File: src/design/osc_pkg.sv
// Oscillator start-up configuration package: field layouts, encodings, register map, timing counts.
// Assumes a single 25 MHz clock domain and a plain address/strobe register port.
package osc_pkg;

  // Configuration word field positions
  localparam int SRC_SEL_LSB   = 0;
  localparam int TWO_SPEED_BIT = 7;
  localparam int POSC_MODE_LSB = 0;
  localparam int PIN_FUNC_BIT  = 2;
  localparam int SWMON_LSB     = 6;

  // Initial clock source encodings
  typedef enum logic [2:0] {
    SRC_FRC      = 3'h0,
    SRC_FRC_PLL  = 3'h1,
    SRC_PRI      = 3'h2,
    SRC_PRI_PLL  = 3'h3,
    SRC_SOSC     = 3'h4,
    SRC_LOW_POWER_RC_OSCILLATOR     = 3'h5,
    SRC_FRC_DIV  = 3'h6,
    SRC_FRC_PS   = 3'h7
  } osc_src_e;

  // Primary oscillator mode encodings
  typedef enum logic [1:0] {
    PMODE_EXT  = 2'h0,
    PMODE_XT   = 2'h1,
    PMODE_HS   = 2'h2,
    PMODE_OFF  = 2'h3
  } osc_pmode_e;

  // Decoded configuration
  typedef struct packed {
    logic       two_speed;
    osc_src_e   src;
    logic [1:0] swmon;
    osc_pmode_e pmode;
    logic       pin_func;
  } osc_cfg_s;

  // Register map (byte offsets, 8-bit data in low bits)
  localparam logic [3:0] REG_SRC_CFG   = 4'h0;
  localparam logic [3:0] REG_OSC_CFG   = 4'h4;
  localparam logic [3:0] REG_STATUS    = 4'h8;
  localparam logic [3:0] REG_CTRL      = 4'hC;

  // Reset values of the configuration words (erased state)
  localparam logic [7:0] SRC_CFG_RST = 8'h87;
  localparam logic [7:0] OSC_CFG_RST = 8'hC7;

  // Source ready wait after start
  localparam int CLK_HZ       = 25_000_000;
  localparam int READY_US     = 10;
  localparam int READY_CYCLES = (READY_US * (CLK_HZ / 1_000_000));

endpackage

File: src/design/osc_cfg_store.sv
// Configuration word store: two small registered words written by the programming path.
// Assumes writes come from the register port of the parent; words survive device reset.
`timescale 1ns/1ps
module osc_cfg_store #(
  parameter int DW = 8
) (
  // Clock and reset
  input  wire logic          i_clk,
  input  wire logic          i_rst,
  // Write side
  input  wire logic          i_we,
  input  wire logic          i_sel,
  input  wire logic [DW-1:0] i_wdata,
  // Read side
  output logic      [DW-1:0] o_word0,
  output logic      [DW-1:0] o_word1
);
  import osc_pkg::*;

  initial begin
    if (DW < 8) $error("osc_cfg_store needs DW of at least 8");
  end

  // Nonvolatile words: erased pattern at power-up, kept across device resets
  logic [DW-1:0] w0_q = DW'(SRC_CFG_RST);
  logic [DW-1:0] w1_q = DW'(OSC_CFG_RST);
  logic [DW-1:0] w0_d, w1_d;

  // Next word values; writes are ignored while reset is held
  always_comb begin
    w0_d = w0_q;
    w1_d = w1_q;
    if (i_we && !i_sel && !i_rst) w0_d = i_wdata;
    if (i_we && i_sel && !i_rst)  w1_d = i_wdata;
  end

  // Word registers, no reset so a pending source choice reaches the next sample
  always_ff @(posedge i_clk) begin
    w0_q <= w0_d;
    w1_q <= w1_d;
  end

  assign o_word0 = w0_q;
  assign o_word1 = w1_q;
endmodule

File: src/design/osc_startup.sv
// What this block does
// - Two-speed on: run fast RC first, switch to chosen source once ready.
// - Two-speed off: start straight from the chosen source.
// - Three-bit source field selects one of eight clock sources.
// - Source change waits for reset if switching enabled, else applies at once.
// - Switch/monitor field 1x disables both switching and failure monitor.
// - Value 01 switching only; value 00 switching and failure monitor.
// - Two-bit primary mode: off, high-speed crystal, medium crystal, external clock.
// - Pin function 1 drives clock out on second pin, unless crystal mode.
// - Pin function 0 without crystal mode frees the second pin as digital I/O.
//
// Oscillator start-up configuration top: config word store, sampling, source sequencing.
// Assumes synchronous inputs, one 25 MHz clock, and a plain strobed register port.
`timescale 1ns/1ps
module osc_startup #(
  parameter int READY_WAIT = osc_pkg::READY_CYCLES
) (
  // Clock and reset
  input  wire logic                 i_clk,
  input  wire logic                 i_rst,
  // Register port
  input  wire logic [3:0]           i_addr,
  input  wire logic [7:0]           i_wdata,
  input  wire logic                 i_wr,
  input  wire logic                 i_rd,
  output logic      [7:0]           o_rdata,
  // Oscillator status from analog, GPIO data and enable for the second pin
  input  wire logic                 i_src_ready,
  input  wire logic                 i_clk_fail,
  input  wire logic                 i_gpio_out,
  input  wire logic                 i_gpio_oe,
  // Clock selection
  output osc_pkg::osc_src_e         o_active_src,
  output osc_pkg::osc_pmode_e       o_pmode,
  output logic                      o_switch_en,
  output logic                      o_monitor_en,
  output logic                      o_clk_fail_alarm,
  // Second oscillator pin
  output logic                      o_pin2_clkout,
  output logic                      o_pin2_gpio,
  output logic                      o_pin2_oe
);
  import osc_pkg::*;

  initial begin
    if (READY_WAIT < 1) $error("osc_startup READY_WAIT must be at least 1");
  end

  typedef enum logic [1:0] {ST_SAMPLE, ST_INTERIM, ST_RUN} osc_st_e;

  // ----------------------------------------
  // Helpers
  // ----------------------------------------
  // Crystal modes own the second pin
  function automatic logic is_crystal(input osc_pmode_e m);
    return (m == PMODE_XT) || (m == PMODE_HS);
  endfunction

  // Unpack the two configuration words
  function automatic osc_cfg_s decode(input logic [7:0] w0, input logic [7:0] w1);
    osc_cfg_s c;
    c.two_speed = w0[TWO_SPEED_BIT];
    c.src       = osc_src_e'(w0[SRC_SEL_LSB +: 3]);
    c.swmon     = w1[SWMON_LSB +: 2];
    c.pmode     = osc_pmode_e'(w1[POSC_MODE_LSB +: 2]);
    c.pin_func  = w1[PIN_FUNC_BIT];
    return c;
  endfunction

  // ----------------------------------------
  // Configuration word store
  // ----------------------------------------
  logic [7:0] word0, word1;
  logic       cfg_we;
  assign cfg_we = i_wr && ((i_addr == REG_SRC_CFG) || (i_addr == REG_OSC_CFG));

  osc_cfg_store #(.DW(8)) u_store (
    .i_clk   (i_clk),
    .i_rst   (i_rst),
    .i_we    (cfg_we),
    .i_sel   (i_addr == REG_OSC_CFG),
    .i_wdata (i_wdata),
    .o_word0 (word0),
    .o_word1 (word1)
  );

  osc_cfg_s live;
  assign live = decode(word0, word1);

  // ----------------------------------------
  // Sequencing state
  // ----------------------------------------
  osc_st_e    st_q, st_d;
  osc_cfg_s   cfg_q, cfg_d;
  osc_src_e   act_q, act_d;
  logic [$clog2(READY_WAIT+1)-1:0] wait_q, wait_d;
  logic       fail_q, fail_d;

  // Next state of sampling, start-up and source selection
  always_comb begin
    st_d   = st_q;
    cfg_d  = cfg_q;
    act_d  = act_q;
    wait_d = wait_q;
    fail_d = fail_q;
    unique case (st_q)
      ST_SAMPLE: begin
        cfg_d = live;
        if (live.two_speed) begin
          act_d = SRC_FRC;
          st_d  = ST_INTERIM;
        end else begin
          act_d = live.src;
          st_d  = ST_RUN;
        end
        wait_d = '0;
      end
      ST_INTERIM: begin
        if (i_src_ready) begin
          if (wait_q == ($bits(wait_q))'(READY_WAIT - 1)) begin
            act_d = cfg_q.src;
            st_d  = ST_RUN;
          end else begin
            wait_d = wait_q + 1'b1;
          end
        end else begin
          wait_d = '0;
        end
      end
      ST_RUN: begin
        // Switching disabled: new source field takes effect at once
        if (cfg_q.swmon[1]) begin
          cfg_d.src = live.src;
          act_d     = live.src;
        end
        // Switching enabled: hold sampled field until next reset
      end
    endcase
    // Failure monitor only when field is 00
    if (st_q == ST_RUN && !cfg_q.swmon[1] && !cfg_q.swmon[0] && i_clk_fail) begin
      fail_d = 1'b1;
    end
    // Other fields apply immediately
    if (st_q != ST_SAMPLE) begin
      cfg_d.two_speed = live.two_speed;
      cfg_d.swmon     = live.swmon;
      cfg_d.pmode     = live.pmode;
      cfg_d.pin_func  = live.pin_func;
    end
  end

  // Sequencing registers
  always_ff @(posedge i_clk or posedge i_rst) begin
    if (i_rst) begin
      st_q   <= ST_SAMPLE;
      cfg_q  <= '0;
      act_q  <= SRC_FRC;
      wait_q <= '0;
      fail_q <= 1'b0;
    end else begin
      st_q   <= st_d;
      cfg_q  <= cfg_d;
      act_q  <= act_d;
      wait_q <= wait_d;
      fail_q <= fail_d;
    end
  end

  // ----------------------------------------
  // Output registers
  // ----------------------------------------
  osc_src_e   src_out_q;
  osc_pmode_e pm_q;
  logic       sw_q, mon_q, ck_q, gp_q, oe_q;
  logic       sw_d, mon_d, ck_d, gp_d, oe_d;

  // Decode switching, monitor and pin function
  always_comb begin
    sw_d  = !cfg_d.swmon[1];
    mon_d = (cfg_d.swmon == 2'h0);
    ck_d  = 1'b0;
    gp_d  = 1'b0;
    oe_d  = 1'b0;
    if (!is_crystal(cfg_d.pmode)) begin
      if (cfg_d.pin_func) begin
        ck_d = 1'b1;
        oe_d = 1'b1;
      end else begin
        gp_d = i_gpio_out;
        oe_d = i_gpio_oe;
      end
    end
  end

  // Output flops
  always_ff @(posedge i_clk or posedge i_rst) begin
    if (i_rst) begin
      src_out_q <= SRC_FRC;
      pm_q      <= PMODE_OFF;
      sw_q      <= 1'b0;
      mon_q     <= 1'b0;
      ck_q      <= 1'b0;
      gp_q      <= 1'b0;
      oe_q      <= 1'b0;
    end else begin
      src_out_q <= act_d;
      pm_q      <= cfg_d.pmode;
      sw_q      <= sw_d;
      mon_q     <= mon_d;
      ck_q      <= ck_d;
      gp_q      <= gp_d;
      oe_q      <= oe_d;
    end
  end

  assign o_active_src     = src_out_q;
  assign o_pmode          = pm_q;
  assign o_switch_en      = sw_q;
  assign o_monitor_en     = mon_q;
  assign o_clk_fail_alarm = fail_q;
  assign o_pin2_clkout    = ck_q;
  assign o_pin2_gpio      = gp_q;
  assign o_pin2_oe        = oe_q;

  // ----------------------------------------
  // Register read port
  // ----------------------------------------
  logic [7:0] rd_q, rd_d;

  // Read mux, unmapped reads return zero
  always_comb begin
    rd_d = 8'h00;
    if (i_rd) begin
      unique case (i_addr)
        REG_SRC_CFG: rd_d = word0;
        REG_OSC_CFG: rd_d = word1;
        REG_STATUS:  rd_d = {fail_q, st_q == ST_RUN, sw_q, mon_q, 1'b0, act_q};
        REG_CTRL:    rd_d = {5'h00, cfg_q.src};
        default:     rd_d = 8'h00;
      endcase
    end
  end

  // Read data register
  always_ff @(posedge i_clk or posedge i_rst) begin
    if (i_rst) begin
      rd_q <= 8'h00;
    end else begin
      rd_q <= rd_d;
    end
  end

  assign o_rdata = rd_q;
endmodule

File: config.mk
export PLATFORM = sky130hd
export DESIGN_NAME = osc_startup
export DESIGN_NICKNAME = d
export VERILOG_FILES = /design/src/design/osc_pkg.sv /design/src/design/osc_cfg_store.sv /design/src/design/osc_startup.sv
export SDC_FILE = /design/constraint.sdc
export NUM_CORES = 1
export LEC_CHECK = 0
export BUFFER_PORTS_ARGS = -buffer_cell sky130_fd_sc_hd__buf_2
export CORE_MARGIN = 5
export CORE_UTILIZATION = 49
export DETAILED_ROUTE_END_ITERATION = 10
export PLACE_DENSITY = 0.79
export SLEW_MARGIN = 20
export SYNTH_ARGS = -nofsm -noshare
export SYNTH_HDL_FRONTEND = slang
export SYNTH_SLANG_ARGS = --single-unit
File: constraint.sdc
create_clock -name i_clk -period 1.5 [get_ports i_clk]
set_input_delay 0.075 -clock i_clk [delete_from_list [all_inputs] [get_ports i_clk]]
set_output_delay 0.075 -clock i_clk [all_outputs]
set_load 0.1 [all_outputs]
---- Word level (Yosys, flattened, before mapping) ----
Cells that the tools add are included.
storage, ports and cells
  output and inout port bits .............. 19
  word-level logic and storage cells ...... 78
  bits in registers ....................... 53
  input bits .............................. 20
operators by class
  muxes and demuxes ....................... 23
  reductions and logical operators ........ 25
  $add $sub $neg .......................... 1
  equal/unequal tests ..................... 12
operators by type and width
  cell                                            number
  case mux 8 bit (4 select lines)                 1
  2-to-1 mux 8 bit                                3
  case mux 8 bit (2 select lines)                 1
  2-to-1 mux 3 bit                                4
  2-to-1 mux 5 bit                                2
  case mux 3 bit (3 select lines)                 1
  adder 8 x 1 -> 8 bit (second input constant)    1
  == test 4 bit (second input constant)           2
  == test 8 bit (second input constant)           1
  logical AND 1 bit                               8
  2-to-1 mux 1 bit                                6
  2-to-1 mux 2 bit                                3
  inequality test 2 bit (second input constant)   3
  case mux 3 bit (2 select lines)                 1
  AND reduction 3 bit                             2
  nonzero test 2 bit                              3
  zero test 1 bit                                 5
  == test 2 x 1 -> 1 bit (second input constant)  2
  == test 2 bit (second input constant)           2
  == test 4 x 3 -> 1 bit (second input constant)  1
  zero test 2 bit                                 2
  zero test 4 bit                                 1
  case mux 2 bit (2 select lines)                 1
  AND reduction 2 bit                             2
  2 further kinds                                 3

---- Logic depth before layout (Yosys ltp) ----
Gate-level depths: netlist of the first run.
  depth after elaboration ................. 6
  depth in mapped cells ................... 7
  depth with buffers taken out ............ 6

---- By module ----
From an unflattened synthesis of the first run, not the netlist that was laid out.
unflattened totals
  cell total of the unflattened synthesis .. 175
  area total of the unflattened synthesis .. 2212.1 um2
by module, submodules not included
  module         sequential area each (um2)  times used  area each (um2)  cells each
  osc_startup    853.3                       1           1710.4           157
  osc_cfg_store  480.5                       1           501.7            18

---- Least setup slack after synthesis of the first run ----
OpenSTA, ideal clock, no wires.
  kind .................................... input to register
  start point ............................. input i_addr[3]
  end point ............................... register u_store.w1_q[0] (netlist: u_store.o_word1[0]) (enable)
  data required time ...................... 1.102 ns
  stages .................................. 4
  setup time .............................. 0.398 ns
  arrival time ............................ 1.675 ns
  path buffers ............................ 2
  path slack .............................. -0.573 ns
  cell sequence ........................... clkbuf_1 or3_1 clkbuf_1 nor4b_1
on the way
  longest elaborated chain between the ends .. 5
  elaborated cells between the ends (all ways) .. 6
  those cells by class .................... eq/ne: 1; reduce/logical: 5
RTL lines
  item                                                              line                                  source
  start, declared                                                   osc_startup.sv:22                     input wire logic [3:0] i_addr,
  == test 4 x 3 -> 1 bit / zero test 4 bit (equally long branches)  osc_startup.sv:75, osc_startup.sv:81
  logical OR 1 bit                                                  osc_startup.sv:75                     assign cfg_we = i_wr && ((i_addr == REG_SRC_CFG) || (i_addr == REG_OSC_CFG));
  logical AND 1 bit                                                 osc_startup.sv:75
  logical AND 1 bit (*) (2 in a row)                                osc_cfg_store.sv:34                   if (i_we && i_sel && !i_rst) w1_d = i_wdata;
  end signal, assigned                                              osc_cfg_store.sv:40                   w1_q <= w1_d;
  end, declared                                                     osc_cfg_store.sv:26                   logic [DW-1:0] w1_q = DW'(OSC_CFG_RST);
Every way passes the cells marked *; elsewhere a longest branch is shown, timed or not.
A chain may end at the register's enable or synchronous reset.

---- Worst setup path in the final report of the first run ----
  start point ............................. register wait_q[1]
  end point ............................... register src_out_q[0] (netlist: o_active_src[0])
on the way
  longest elaborated chain between the ends .. 3
RTL lines
  item                                    line                source
  start, declared                         osc_startup.sv:96   logic [$clog2(READY_WAIT+1)-1:0] wait_q, wait_d;
  start signal, assigned                  osc_startup.sv:164  wait_q <= wait_d;
  == test 8 bit                           osc_startup.sv:120  if (wait_q == ($bits(wait_q))'(READY_WAIT - 1)) begin
  inequality test 2 bit (no source line)  n/a
  AND reduction 3 bit (no source line)    n/a
  end signal, assigned                    osc_startup.sv:206  src_out_q <= act_d;
  end, declared                           osc_startup.sv:172  osc_src_e src_out_q;
Every way passes these cells.

==> results of run 1 <==
## sequential cells by signal, indices dropped and copies added, names as in the netlist
name	flops
o_rdata	8
u_store.o_word0	8
u_store.o_word1	8
wait_q	8
cfg_q	5
o_active_src	3
o_pmode	2
st_q	2
o_clk_fail_alarm	1
o_monitor_en	1
o_pin2_clkout	1
o_pin2_gpio	1
o_pin2_oe	1
o_switch_en	1
## cells by family (layout without fill, tap and decap cells)
family	after synthesis	in the layout
compound gates	35	35
xor+xnor	1	1
fa+ha+maj	5	5
buf+inv	19	97
flops	50	50
mux	19	19
simple gates	44	44
## layout make-up
type	count	area, um^2	share of cell area [%]
flip-flops and latches	50	1334	45.69
inverters	10	37.54	1.286
clock buffers	6	72.57	2.486
repair buffers	79	523.0	17.92
clock inverters	2	37.54	1.286
multi-input cells	104	849.6	29.10
well taps	52	65.06	2.229
## metal layers
layer | vias up | GRT usage (%) | share of wire [%]
met2 | 39 | 28.00 | 51
met1 | 807 | 20.39 | 42
met5 | - | 0 | 0
met4 | 0 | 5.245 | 1.2
met3 | 6 | 4.846 | 5.6
li1 | 771 | - | -
## worst max-delay path, cell delays in order (launching register included)
cell and delay [ps]:
sky130_fd_sc_hd__dfrtp_1 380, sky130_fd_sc_hd__inv_1 50, sky130_fd_sc_hd__ha_1 130, sky130_fd_sc_hd__nand4b_1 100, sky130_fd_sc_hd__or2_1 250, sky130_fd_sc_hd__a21o_1 230, sky130_fd_sc_hd__mux2_4 310
## synthesized netlist by cell type (all sizes together)
cell | n | share of area (%)
nand3 | 3 | 0.70
clkbuf | 7 | 1.2
a21o | 3 | 1.0
nor2 | 19 | 3.3
o21ai | 8 | 1.9
a31oi | 3 | 0.87
o22ai | 1 | 0.29
nor4b | 1 | 0.41
dfrtp | 32 | 37
xor2 | 1 | 0.41
dfstp | 2 | 2.4
nand2 | 7 | 1.2
or3 | 2 | 0.58
a21boi | 1 | 0.35
mux2i | 13 | 6.1
ha | 5 | 2.9
a32o | 3 | 1.4
o21bai | 2 | 0.70
and3 | 2 | 0.58
a21oi | 6 | 1.4
nor4 | 1 | 0.29
nor3b | 3 | 1.0
nand4 | 1 | 0.58
o31ai | 4 | 1.6
a31o | 1 | 0.41
o22a | 3 | 1.2
nand4b | 1 | 0.41
mux2 | 6 | 3.7
buf | 2 | 0.47
or2 | 3 | 0.87
nor2b | 1 | 0.29
edfxtp | 16 | 22
inv | 10 | 1.7
## stage by stage
step	hold slack (ps)	area [um^2]	setup TNS, ps	instances	utilization, %
after detailed placement	257.4	2586	-937.5	279	60.23
after floorplan	173.9	2211	-334.7	173	-
after global routing	8.849	2919	-992.7	303	67.98
after global placement	243.8	2586	-467.7	279	60.23
after CTS	17.52	2865	-287.5	301	66.72
final	21.66	2919	-177.8	303	67.98
## worst max-delay path by stage
stage / end / slack [ps] / start / depth (start not counted)
floorplan: o_active_src[0]$_DFFE_PP0P_ / -80 / wait_q[1]$_DFFE_PP0P_ / 6
global route: o_active_src[0]$_DFFE_PP0P_ / -140 / wait_q[1]$_DFFE_PP0P_ / 6
finish: o_active_src[0]$_DFFE_PP0P_ / -60 / wait_q[1]$_DFFE_PP0P_ / 6
detailed placement: wait_q[6]$_DFFE_PP0P_ / -130 / wait_q[1]$_DFFE_PP0P_ / 7
global placement: wait_q[2]$_DFFE_PP0P_ / -80 / wait_q[1]$_DFFE_PP0P_ / 7
CTS: o_active_src[0]$_DFFE_PP0P_ / -100 / wait_q[1]$_DFFE_PP0P_ / 6
## report_power, final
group	switching, mW	internal [mW]	leakage [nW]
clock	0.422	0.497	0.0514
sequential	0.00547	1.42	0.587
combinational	0.120	0.0683	0.728
## repair_timing
| action | in CTS | in global routing |
|---|---|---|
| setup buffers | 4 | 2 |
| setup endpoints to repair | 14 | 15 |
| pin swaps | 5 | 11 |
| hold buffers | 10 | 0 |
| gates resized for setup | 12 | 13 |
| hold endpoints to repair | 49 | 0 |
==> metrics.cfg, run 1 <==
[detailed_routing]
routed_wl_um = 4554
antenna_violating_nets_post_route = 0
vias = 1623
post_drt_via_cell_ratio = 5.356
initial_drc_count = 53
drc_errors = 0
wl_per_cell_um = 15.03
drt_pre_antenna_iters = 4

[floorplan]
count_of_boundary_i_o_pins = 39
design.die.area_mm2 = 0.005812
standard_cell_core_area_mm2 = 0.004294
core.rowCount = 24
starting_density_of_the_core_pct = 50.06
die_y_um = 76.24
floorplan.die.width_um = 76.24

[final_layout]
layout_overhead_on_the_synthesized_area_pct = 35.80
most-common-layout-cells = sky130_fd_sc_hd__buf_2 (38), sky130_fd_sc_hd__dfrtp_1 (32), sky130_fd_sc_hd__buf_4 (31), sky130_fd_sc_hd__nor2_1 (19), sky130_fd_sc_hd__edfxtp_1 (16)
drive_above_1_share_pct = 40.64
fill_cells = 319
most_common_cell_after_layout_fill_and_taps_aside = sky130_fd_sc_hd__buf_2
fin_nets = 275
antenna_cells = 0

[yosys]
yosysWarnings = 0
yosysSeqAreaShare_pct = 62.05
syn_area_mm2 = 0.002150
yosys_register_bits = 50
largest_family_of_logic_cells_by_synthesized_area = compound AO/OA/AOI/OAI gates
synth_area_per_cell_um2 = 12.43
syn-num-nets = 198
ys_types = 36
arithmetic_cell_share_of_the_synthesized_area_counting_full_adders_half_adders_and_majority_gates_pct = 2.910
netlist_instances = 173
synthesized_area_fraction_occupied_by_xor_and_xnor_cells_pct = 0.4075
post_synthesis_compound_gate_area_fraction_pct = 11.18
post_synth_and_or_nand_nor_area_fraction_pct = 10.30
yosys-mux-area-fraction_pct = 9.721

[setup_path]
reg2reg_launch_point = wait_q[1]$_DFFE_PP0P_
reg2reg_setup_slack_ps = -60
arrival_ps = 1750
end_kind = flip-flop
worstSetupStartpointType = flip-flop
crit_required_ps = 1690
timing.setup.critical_path_class = reg2reg
reg_to_reg_end = o_active_src[0]$_DFFE_PP0P_
crit_fanout = 3
worst-r2r-cell-count = 6

[clocking]
cts_root_buffer = sky130_fd_sc_hd__clkbuf_8
h-tree-depth = 2
tritoncts_clock_tree = done
clock_sinks = 50
buffer_depth_of_the_longest_clock_path = 2
clk_latency_ps = 300
tritoncts.num_buffers = 5
clk_pin_slew_ps = 90

[global_route]
first_global_vias = 1678
gr-usage-all-layers_pct = 16.59
grt_pass1_wl_um = 7741
grt_overflow_total = 0
antenna_violations_before_repair = 0
grt_max_degree = 35

[sta]
worst_pin_slew_ps = 492.4
final-hold-violation-count = 0
timing.final.crit_share_pct = 104.0
slew_viol_final = 0
slew-limit-headroom_pct = 67.40
finClkSkew_ps = 4.282
unrepaired_setup_endpoints_after_global_routing = yes
setup_viol_count_final = 3
fmaxAchievable_mhz = 640.9
worst_slack_ps = -60.20
final_period_minus_worst_setup_slack_ps = 1560

[pwr]
peakVddDrop_mv = 0.5530
report.power.total_mw = 2.533
static-leakage-power_nw = 1.366
power_density_mw_per_mm2 = 867.6

[placed_design]
gpl.final_weighted_congestion = 0.7663
dp_hpwl_um = 3160
buffer_ports.inserted = 38
preCtsSetupSlack_ps = -127.7

[hold_path]
hold_class = in2reg
worstHoldPathCells = 2
origin_of_the_worst_min_delay_path = i_clk_fail
end_of_the_worst_hold_path = o_clk_fail_alarm$_DFFE_PP0P_

[run]
cap_viol_max_count = 0

[outcome]
violations = negative setup slack
result_of_the_run = complete, but fails checks

(Power assumes the default switching activity.)
==> run 2, diff against run 1 <==
PLACE_DENSITY = 0.77   (was 0.79)
==> run 2 against run 1 <==
  * The run still ends with negative setup slack left
  * Clock skew up 1.4 ps
  * Hold slack got worse by 4.0 ps
  * Global-route usage shrank 0.63 points
  * Critical path depth did not move
  * Die area stayed put
  * Clock power decreased by 18%
  * Design area is 2.9% lower
  * First-iteration DRC count increased by 47%
==> metrics.cfg, run 2 (synthesis results as in run 1) <==
[outcome]
result_of_the_run = complete, but fails checks
violations = negative setup slack

[detailed_routing]
drt_pre_antenna_iters = 4  ; unchanged
wl_per_cell_um = 14.50  ; -3.5%
antenna_violating_nets_post_route = 0  ; unchanged
vias = 1569  ; -3.3%
post_drt_via_cell_ratio = 5.230  ; -2.4%
routed_wl_um = 4351  ; -4.5%
drc_errors = 0  ; unchanged
initial_drc_count = 78  ; +47%

[sta]
final-hold-violation-count = 0  ; unchanged
unrepaired_setup_endpoints_after_global_routing = yes
worst_slack_ps = -126.6  ; -66.42 ps
worst_hold_slack_ps = 17.66  ; -4.003 ps
fmaxAchievable_mhz = 614.8  ; -4.1%
setup_viol_count_final = 8  ; +5
slew_viol_final = 0  ; unchanged
final_period_minus_worst_setup_slack_ps = 1627  ; +66.42 ps
finClkSkew_ps = 5.698  ; +1.416 ps
worst_pin_slew_ps = 490.5  ; -1.888 ps
slew-limit-headroom_pct = 67.53  ; +0.12 points
timing.final.crit_share_pct = 108.4  ; +4.4 points

[global_route]
antenna_violations_before_repair = 0  ; unchanged
grt_overflow_total = 0  ; unchanged
gr-usage-all-layers_pct = 15.96  ; -0.63 points
grt_pass1_wl_um = 7534  ; -2.7%
first_global_vias = 1588  ; -5.4%
grt_max_degree = 17  ; -51%

[setup_path]
reg2reg_launch_point = wait_q[1]$_DFFE_PP0P_
crit_required_ps = 1680  ; about the same
reg_to_reg_end = o_active_src[0]$_DFFE_PP0P_
critical-path-max-stage-delay_ps = 380  ; about the same
arrival_ps = 1810  ; +60 ps
worstSetupStartpointType = flip-flop
timing.critical_path.cells = inv_1, ha_1, nand4b_1, or2_1, a21o_1, mux2_4
cpMaxStageDelayCell = sky130_fd_sc_hd__dfrtp_1
worst-r2r-cell-count = 6  ; unchanged
end_kind = flip-flop
timing.setup.critical_path_class = reg2reg
reg2reg_setup_slack_ps = -130  ; -70 ps
crit_fanout = 3  ; unchanged

[clocking]
buffer_depth_of_the_longest_clock_path = 2  ; unchanged
clk_latency_ps = 300  ; about the same
h-tree-depth = 2  ; unchanged
cts_root_buffer = sky130_fd_sc_hd__clkbuf_8
clock_sinks = 50  ; unchanged
clk_pin_slew_ps = 90  ; about the same
tritoncts_clock_tree = done
tritoncts.num_buffers = 5  ; unchanged

[run]
cap_viol_max_count = 0  ; unchanged

[final_layout]
fill_cells = 323  ; +1.3%
multi_input_comb_area_um2 = 808.3  ; -4.9%
antenna_cells = 0  ; unchanged
layout_overhead_on_the_synthesized_area_pct = 31.84
most_common_cell_after_layout_fill_and_taps_aside = sky130_fd_sc_hd__buf_2
most-common-layout-cells = sky130_fd_sc_hd__buf_2 (38), sky130_fd_sc_hd__dfrtp_1 (32), sky130_fd_sc_hd__buf_4 (28), sky130_fd_sc_hd__nor2_1 (19), sky130_fd_sc_hd__edfxtp_1 (16)
drive_above_1_share_pct = 37.90  ; -2.7 points
fin_nets = 272  ; -1.1%
final_cells = 300  ; -0.99%
final-seq-area_mm2 = 0.001334  ; unchanged
finalCoreUtilization_pct = 66.00  ; -2.0 points

[pwr]
peakVddDrop_mv = 0.8864  ; +60%
static-leakage-power_nw = 1.341  ; -1.9%
power_density_mw_per_mm2 = 837.5  ; -3.5%
report.power.total_mw = 2.374  ; -6.3%

[placed_design]
dp_cells = 279  ; unchanged
dp_hpwl_um = 3236  ; +2.4%
buffer_ports.inserted = 38  ; unchanged
gpl.final_weighted_congestion = 0.7867  ; +2.7%

[hold_path]
end_of_the_worst_hold_path = o_clk_fail_alarm$_DFFE_PP0P_
hold_class = in2reg
worstHoldPathCells = 2  ; unchanged
origin_of_the_worst_min_delay_path = i_clk_fail

[floorplan]
core.rowCount = 24  ; unchanged
count_of_boundary_i_o_pins = 39  ; unchanged
design.die.area_mm2 = 0.005812  ; unchanged
floorplan.die.width_um = 76.24  ; unchanged
starting_density_of_the_core_pct = 50.06  ; unchanged
standard_cell_core_area_mm2 = 0.004294  ; unchanged
die_y_um = 76.24  ; unchanged

[run 2: what timing repair did]
| item | 4_1_cts | 5_1_grt |
|---|---|---|
| endpoints found under the setup margin | 13 | 16 |
| gates resized for setup | 2 | 11 |
| hold endpoints to repair | 24 | 0 |
| hold buffers | 10 | 0 |
| buffers inserted | 1 | 2 |
| pin swaps | 0 | 7 |
[run 2: area by class of cell]
type | instances | area share, %
Clock buffer | 5 | 2.428
Clock inverter | 3 | 0.7064
Inverter | 10 | 1.325
Multi-Input combinational cell | 104 | 28.52
Sequential cell | 50 | 47.06
Tap cell | 52 | 2.296
Timing Repair Buffer | 76 | 17.66
[run 2: worst max-delay path, delay by kind of cell (launching register included)]
family / cells / cell delay [ps]
multiplexers: 1 / 310
adder cells (fa/ha/maj): 1 / 140
buffers and inverters: 1 / 50
AND/OR/NAND/NOR: 2 / 400
AO/OA/AOI/OAI: 1 / 220
flip-flops: 1 / 380
[run 2: how the worst max path moves through the flow]
stage	start	endpoint	slack, ps
final	wait_q[1]$_DFFE_PP0P_	o_active_src[0]$_DFFE_PP0P_	-130
after global placement	wait_q[1]$_DFFE_PP0P_	o_active_src[2]$_DFFE_PP0P_	-60
after CTS	wait_q[1]$_DFFE_PP0P_	o_active_src[0]$_DFFE_PP0P_	-130
after global routing	wait_q[1]$_DFFE_PP0P_	o_active_src[0]$_DFFE_PP0P_	-180
after detailed placement	wait_q[1]$_DFFE_PP0P_	o_active_src[0]$_DFFE_PP0P_	-110
after floorplan	wait_q[1]$_DFFE_PP0P_	o_active_src[0]$_DFFE_PP0P_	-80
[run 2: power breakdown]
part / internal (mW) / switching, mW / total [mW]
Clock: 0.328 / 0.429 / 0.757
Sequential: 1.42 / 0.00541 / 1.43
Combinational: 0.0697 / 0.121 / 0.191
Total: 1.82 / 0.555 / 2.37
[run 2: metrics by stage]
stage	setup TNS, ps	setup slack, ps	instance area, um^2
after floorplan	-334.7	-81.63	2211
after global placement	-224.5	-60.92	2586
after detailed placement	-516.6	-107.2	2586
after CTS	-753.6	-130.1	2785
after global routing	-1518	-175.4	2834
final	-524.3	-126.6	2834
[run 2: per-layer routing]
metal  vias up  part of all wire [%]  GRT usage, %
met2        33                    50         25.94
met5         -                     0             0
met4         0                   1.7         5.944
met1       761                    44         20.83
met3         6                   4.0         3.546
li1        769                     -             -
==> run 3, diff against run 2 <==
CORE_ASPECT_RATIO = 1.2   (was not set)
CTS_BUF_LIST = sky130_fd_sc_hd__clkbuf_16   (was not set)
SETUP_SLACK_MARGIN = 0.05   (was not set)
==> run 3 against run 2 <==
  * The run still ends with negative setup slack left
  * Global-route usage about the same
  * Combinational power is 3% lower
  * Non-clock buffer count is 1 lower
  * Die area about the same
  * First-iteration DRC count rose by 26%
  * Wire length increased by 0.97%
  * Maximum frequency grew 3.1%
  * Sequential power about the same
  * Clock power rose by 61%
  * Clock skew up 0.91 ps
  * Critical endpoint unchanged
  * Largest power group unchanged
==> metrics.cfg, run 3 (synthesis results as in run 1) <==
[outcome]
result_of_the_run = complete, but fails checks
violations = negative setup slack

[clocking]
clk_pin_slew_ps = 60  ; -30 ps
h-tree-depth = 2  ; unchanged
buffer_depth_of_the_longest_clock_path = 2  ; unchanged
cts_root_buffer = sky130_fd_sc_hd__clkbuf_16
tritoncts.num_buffers = 5  ; unchanged
clock_sinks = 50  ; unchanged
clk_latency_ps = 280  ; -20 ps
tritoncts_clock_tree = done

[detailed_routing]
post_drt_via_cell_ratio = 5.178  ; -0.99%
antenna_violating_nets_post_route = 0  ; unchanged
drt_pre_antenna_iters = 4  ; unchanged
initial_drc_count = 98  ; +26%
routed_wl_um = 4393  ; +0.97%
drc_errors = 0  ; unchanged
wl_per_cell_um = 14.50  ; about the same
vias = 1569  ; unchanged

[floorplan]
floorplan.die.width_um = 70.46  ; -7.6%
core.rowCount = 26  ; +8.3%
starting_density_of_the_core_pct = 50.44  ; +0.38 points
design.die.area_mm2 = 0.005817  ; about the same
die_y_um = 82.56  ; +8.3%
standard_cell_core_area_mm2 = 0.004262  ; -0.76%
count_of_boundary_i_o_pins = 39  ; unchanged

[final_layout]
final-seq-area_mm2 = 0.001334  ; unchanged
fin_nets = 271  ; -0.37%
layout_overhead_on_the_synthesized_area_pct = 36.96
post_route_cell_area_mm2 = 0.002944  ; +3.9%
finalCoreUtilization_pct = 69.08  ; +3.1 points
fill_cells = 313  ; -3.1%
multi_input_comb_area_um2 = 842.1  ; +4.2%
drive_above_1_share_pct = 39.27  ; +1.4 points
final_cells = 303  ; +1.0%
most-common-layout-cells = sky130_fd_sc_hd__buf_2 (38), sky130_fd_sc_hd__dfrtp_1 (32), sky130_fd_sc_hd__buf_4 (27), sky130_fd_sc_hd__nor2_1 (19), sky130_fd_sc_hd__edfxtp_1 (16)
antenna_cells = 0  ; unchanged
most_common_cell_after_layout_fill_and_taps_aside = sky130_fd_sc_hd__buf_2

[sta]
setup_viol_count_final = 4  ; -4
worst_slack_ps = -77.52  ; +49.10 ps
final-hold-violation-count = 0  ; unchanged
timing.final.crit_share_pct = 105.2  ; -3.3 points
slew-limit-headroom_pct = 67.54  ; about the same
slew_viol_final = 0  ; unchanged
final_period_minus_worst_setup_slack_ps = 1578  ; -49.10 ps
finClkSkew_ps = 6.604  ; +0.9058 ps
unrepaired_setup_endpoints_after_global_routing = yes
fmaxAchievable_mhz = 633.9  ; +3.1%
worst_pin_slew_ps = 490.3  ; -0.1818 ps

[placed_design]
gpl.final_weighted_congestion = 0.8195  ; +4.2%
dp_hpwl_um = 3134  ; -3.2%
dp_cells = 282  ; +1.1%
buffer_ports.inserted = 38  ; unchanged
dpl-instance-area_mm2 = 0.002586  ; unchanged

[pwr]
power_density_mw_per_mm2 = 963.9  ; +15%
peakVddDrop_mv = 0.6892  ; -22%
static-leakage-power_nw = 1.387  ; +3.4%
report.power.total_mw = 2.838  ; +20%

[setup_path]
worst-r2r-cell-count = 6  ; unchanged
timing.setup.critical_path_class = reg2reg
crit_fanout = 3  ; unchanged
reg2reg_setup_slack_ps = -80  ; +50 ps
arrival_ps = 1750  ; -60 ps
worstSetupStartpointType = flip-flop
reg2reg_launch_point = wait_q[1]$_DFFE_PP0P_
end_kind = flip-flop
reg_to_reg_end = o_active_src[0]$_DFFE_PP0P_
crit_required_ps = 1670  ; about the same

[global_route]
antenna_violations_before_repair = 0  ; unchanged
grt_overflow_total = 0  ; unchanged
first_global_vias = 1537  ; -3.2%
grt_max_degree = 19  ; +2
gr-usage-all-layers_pct = 16.00  ; +0.043 points
grt_pass1_wl_um = 7155  ; -5.0%

[hold_path]
origin_of_the_worst_min_delay_path = i_gpio_oe
end_of_the_worst_hold_path = o_pin2_oe$_DFF_PP0_
hold_class = in2reg
worstHoldPathCells = 3  ; +1

[run]
cap_viol_max_count = 0  ; unchanged

run 3: worst max path at each step:
stage | startpoint | cells past startpoint | to
4_1_cts | wait_q[1]$_DFFE_PP0P_ | 6 | o_active_src[0]$_DFFE_PP0P_
6_report | wait_q[1]$_DFFE_PP0P_ | 6 | o_active_src[0]$_DFFE_PP0P_
3_3_place_gp | wait_q[1]$_DFFE_PP0P_ | 6 | o_active_src[2]$_DFFE_PP0P_
2_1_floorplan | wait_q[1]$_DFFE_PP0P_ | 6 | o_active_src[0]$_DFFE_PP0P_
5_1_grt | wait_q[1]$_DFFE_PP0P_ | 6 | o_active_src[0]$_DFFE_PP0P_
3_5_place_dp | wait_q[1]$_DFFE_PP0P_ | 6 | o_active_src[0]$_DFFE_PP0P_
run 3: through the flow:
stage | TNS [ps] | hold slack (ps) | setup WS [ps]
CTS | -381.4 | 13.12 | -82.11
detailed placement | -394.1 | 178.0 | -90.02
floorplan | -334.7 | 173.9 | -81.63
global placement | -267.1 | 173.1 | -57.14
global route | -1322 | 27.22 | -166.9
finish | -235.7 | 13.72 | -77.52
run 3: power breakdown:
part           switching [mW]  internal (mW)
clock network           0.445          0.779
registers             0.00546           1.42
logic                   0.120         0.0662
total                   0.570           2.27
run 3: per-layer routing:
layer,part of all wire (%),vias up,GRT usage (%)
met5,0,-,0
met4,1.4,0,6.705
met3,5.7,7,4.722
met2,52,43,28.18
met1,41,752,18.26
li1,-,767,-
run 3: critical path: stages, from the launching register on:
cell,delay (ps)
sky130_fd_sc_hd__dfrtp_1,380
sky130_fd_sc_hd__inv_1,50
sky130_fd_sc_hd__ha_1,130
sky130_fd_sc_hd__nand4b_1,130
sky130_fd_sc_hd__or2_1,240
sky130_fd_sc_hd__a21o_1,220
sky130_fd_sc_hd__mux2_4,310
run 3: timing repair:
action,in CTS,in global routing
hold buffers,9,0
pin swaps,5,4
resized for setup,13,8
buffers inserted,3,1
hold endpoints to repair,48,0
endpoints found under the setup margin,15,16
run 3: cell type report:
type / instances / area share (%)
Clock inverter: 3 / 1.402
Inverter: 10 / 1.275
Clock buffer: 5 / 4.250
Sequential cell: 50 / 45.30
Tap cell: 56 / 2.380
Timing Repair Buffer: 75 / 16.79
Multi-Input combinational cell: 104 / 28.60
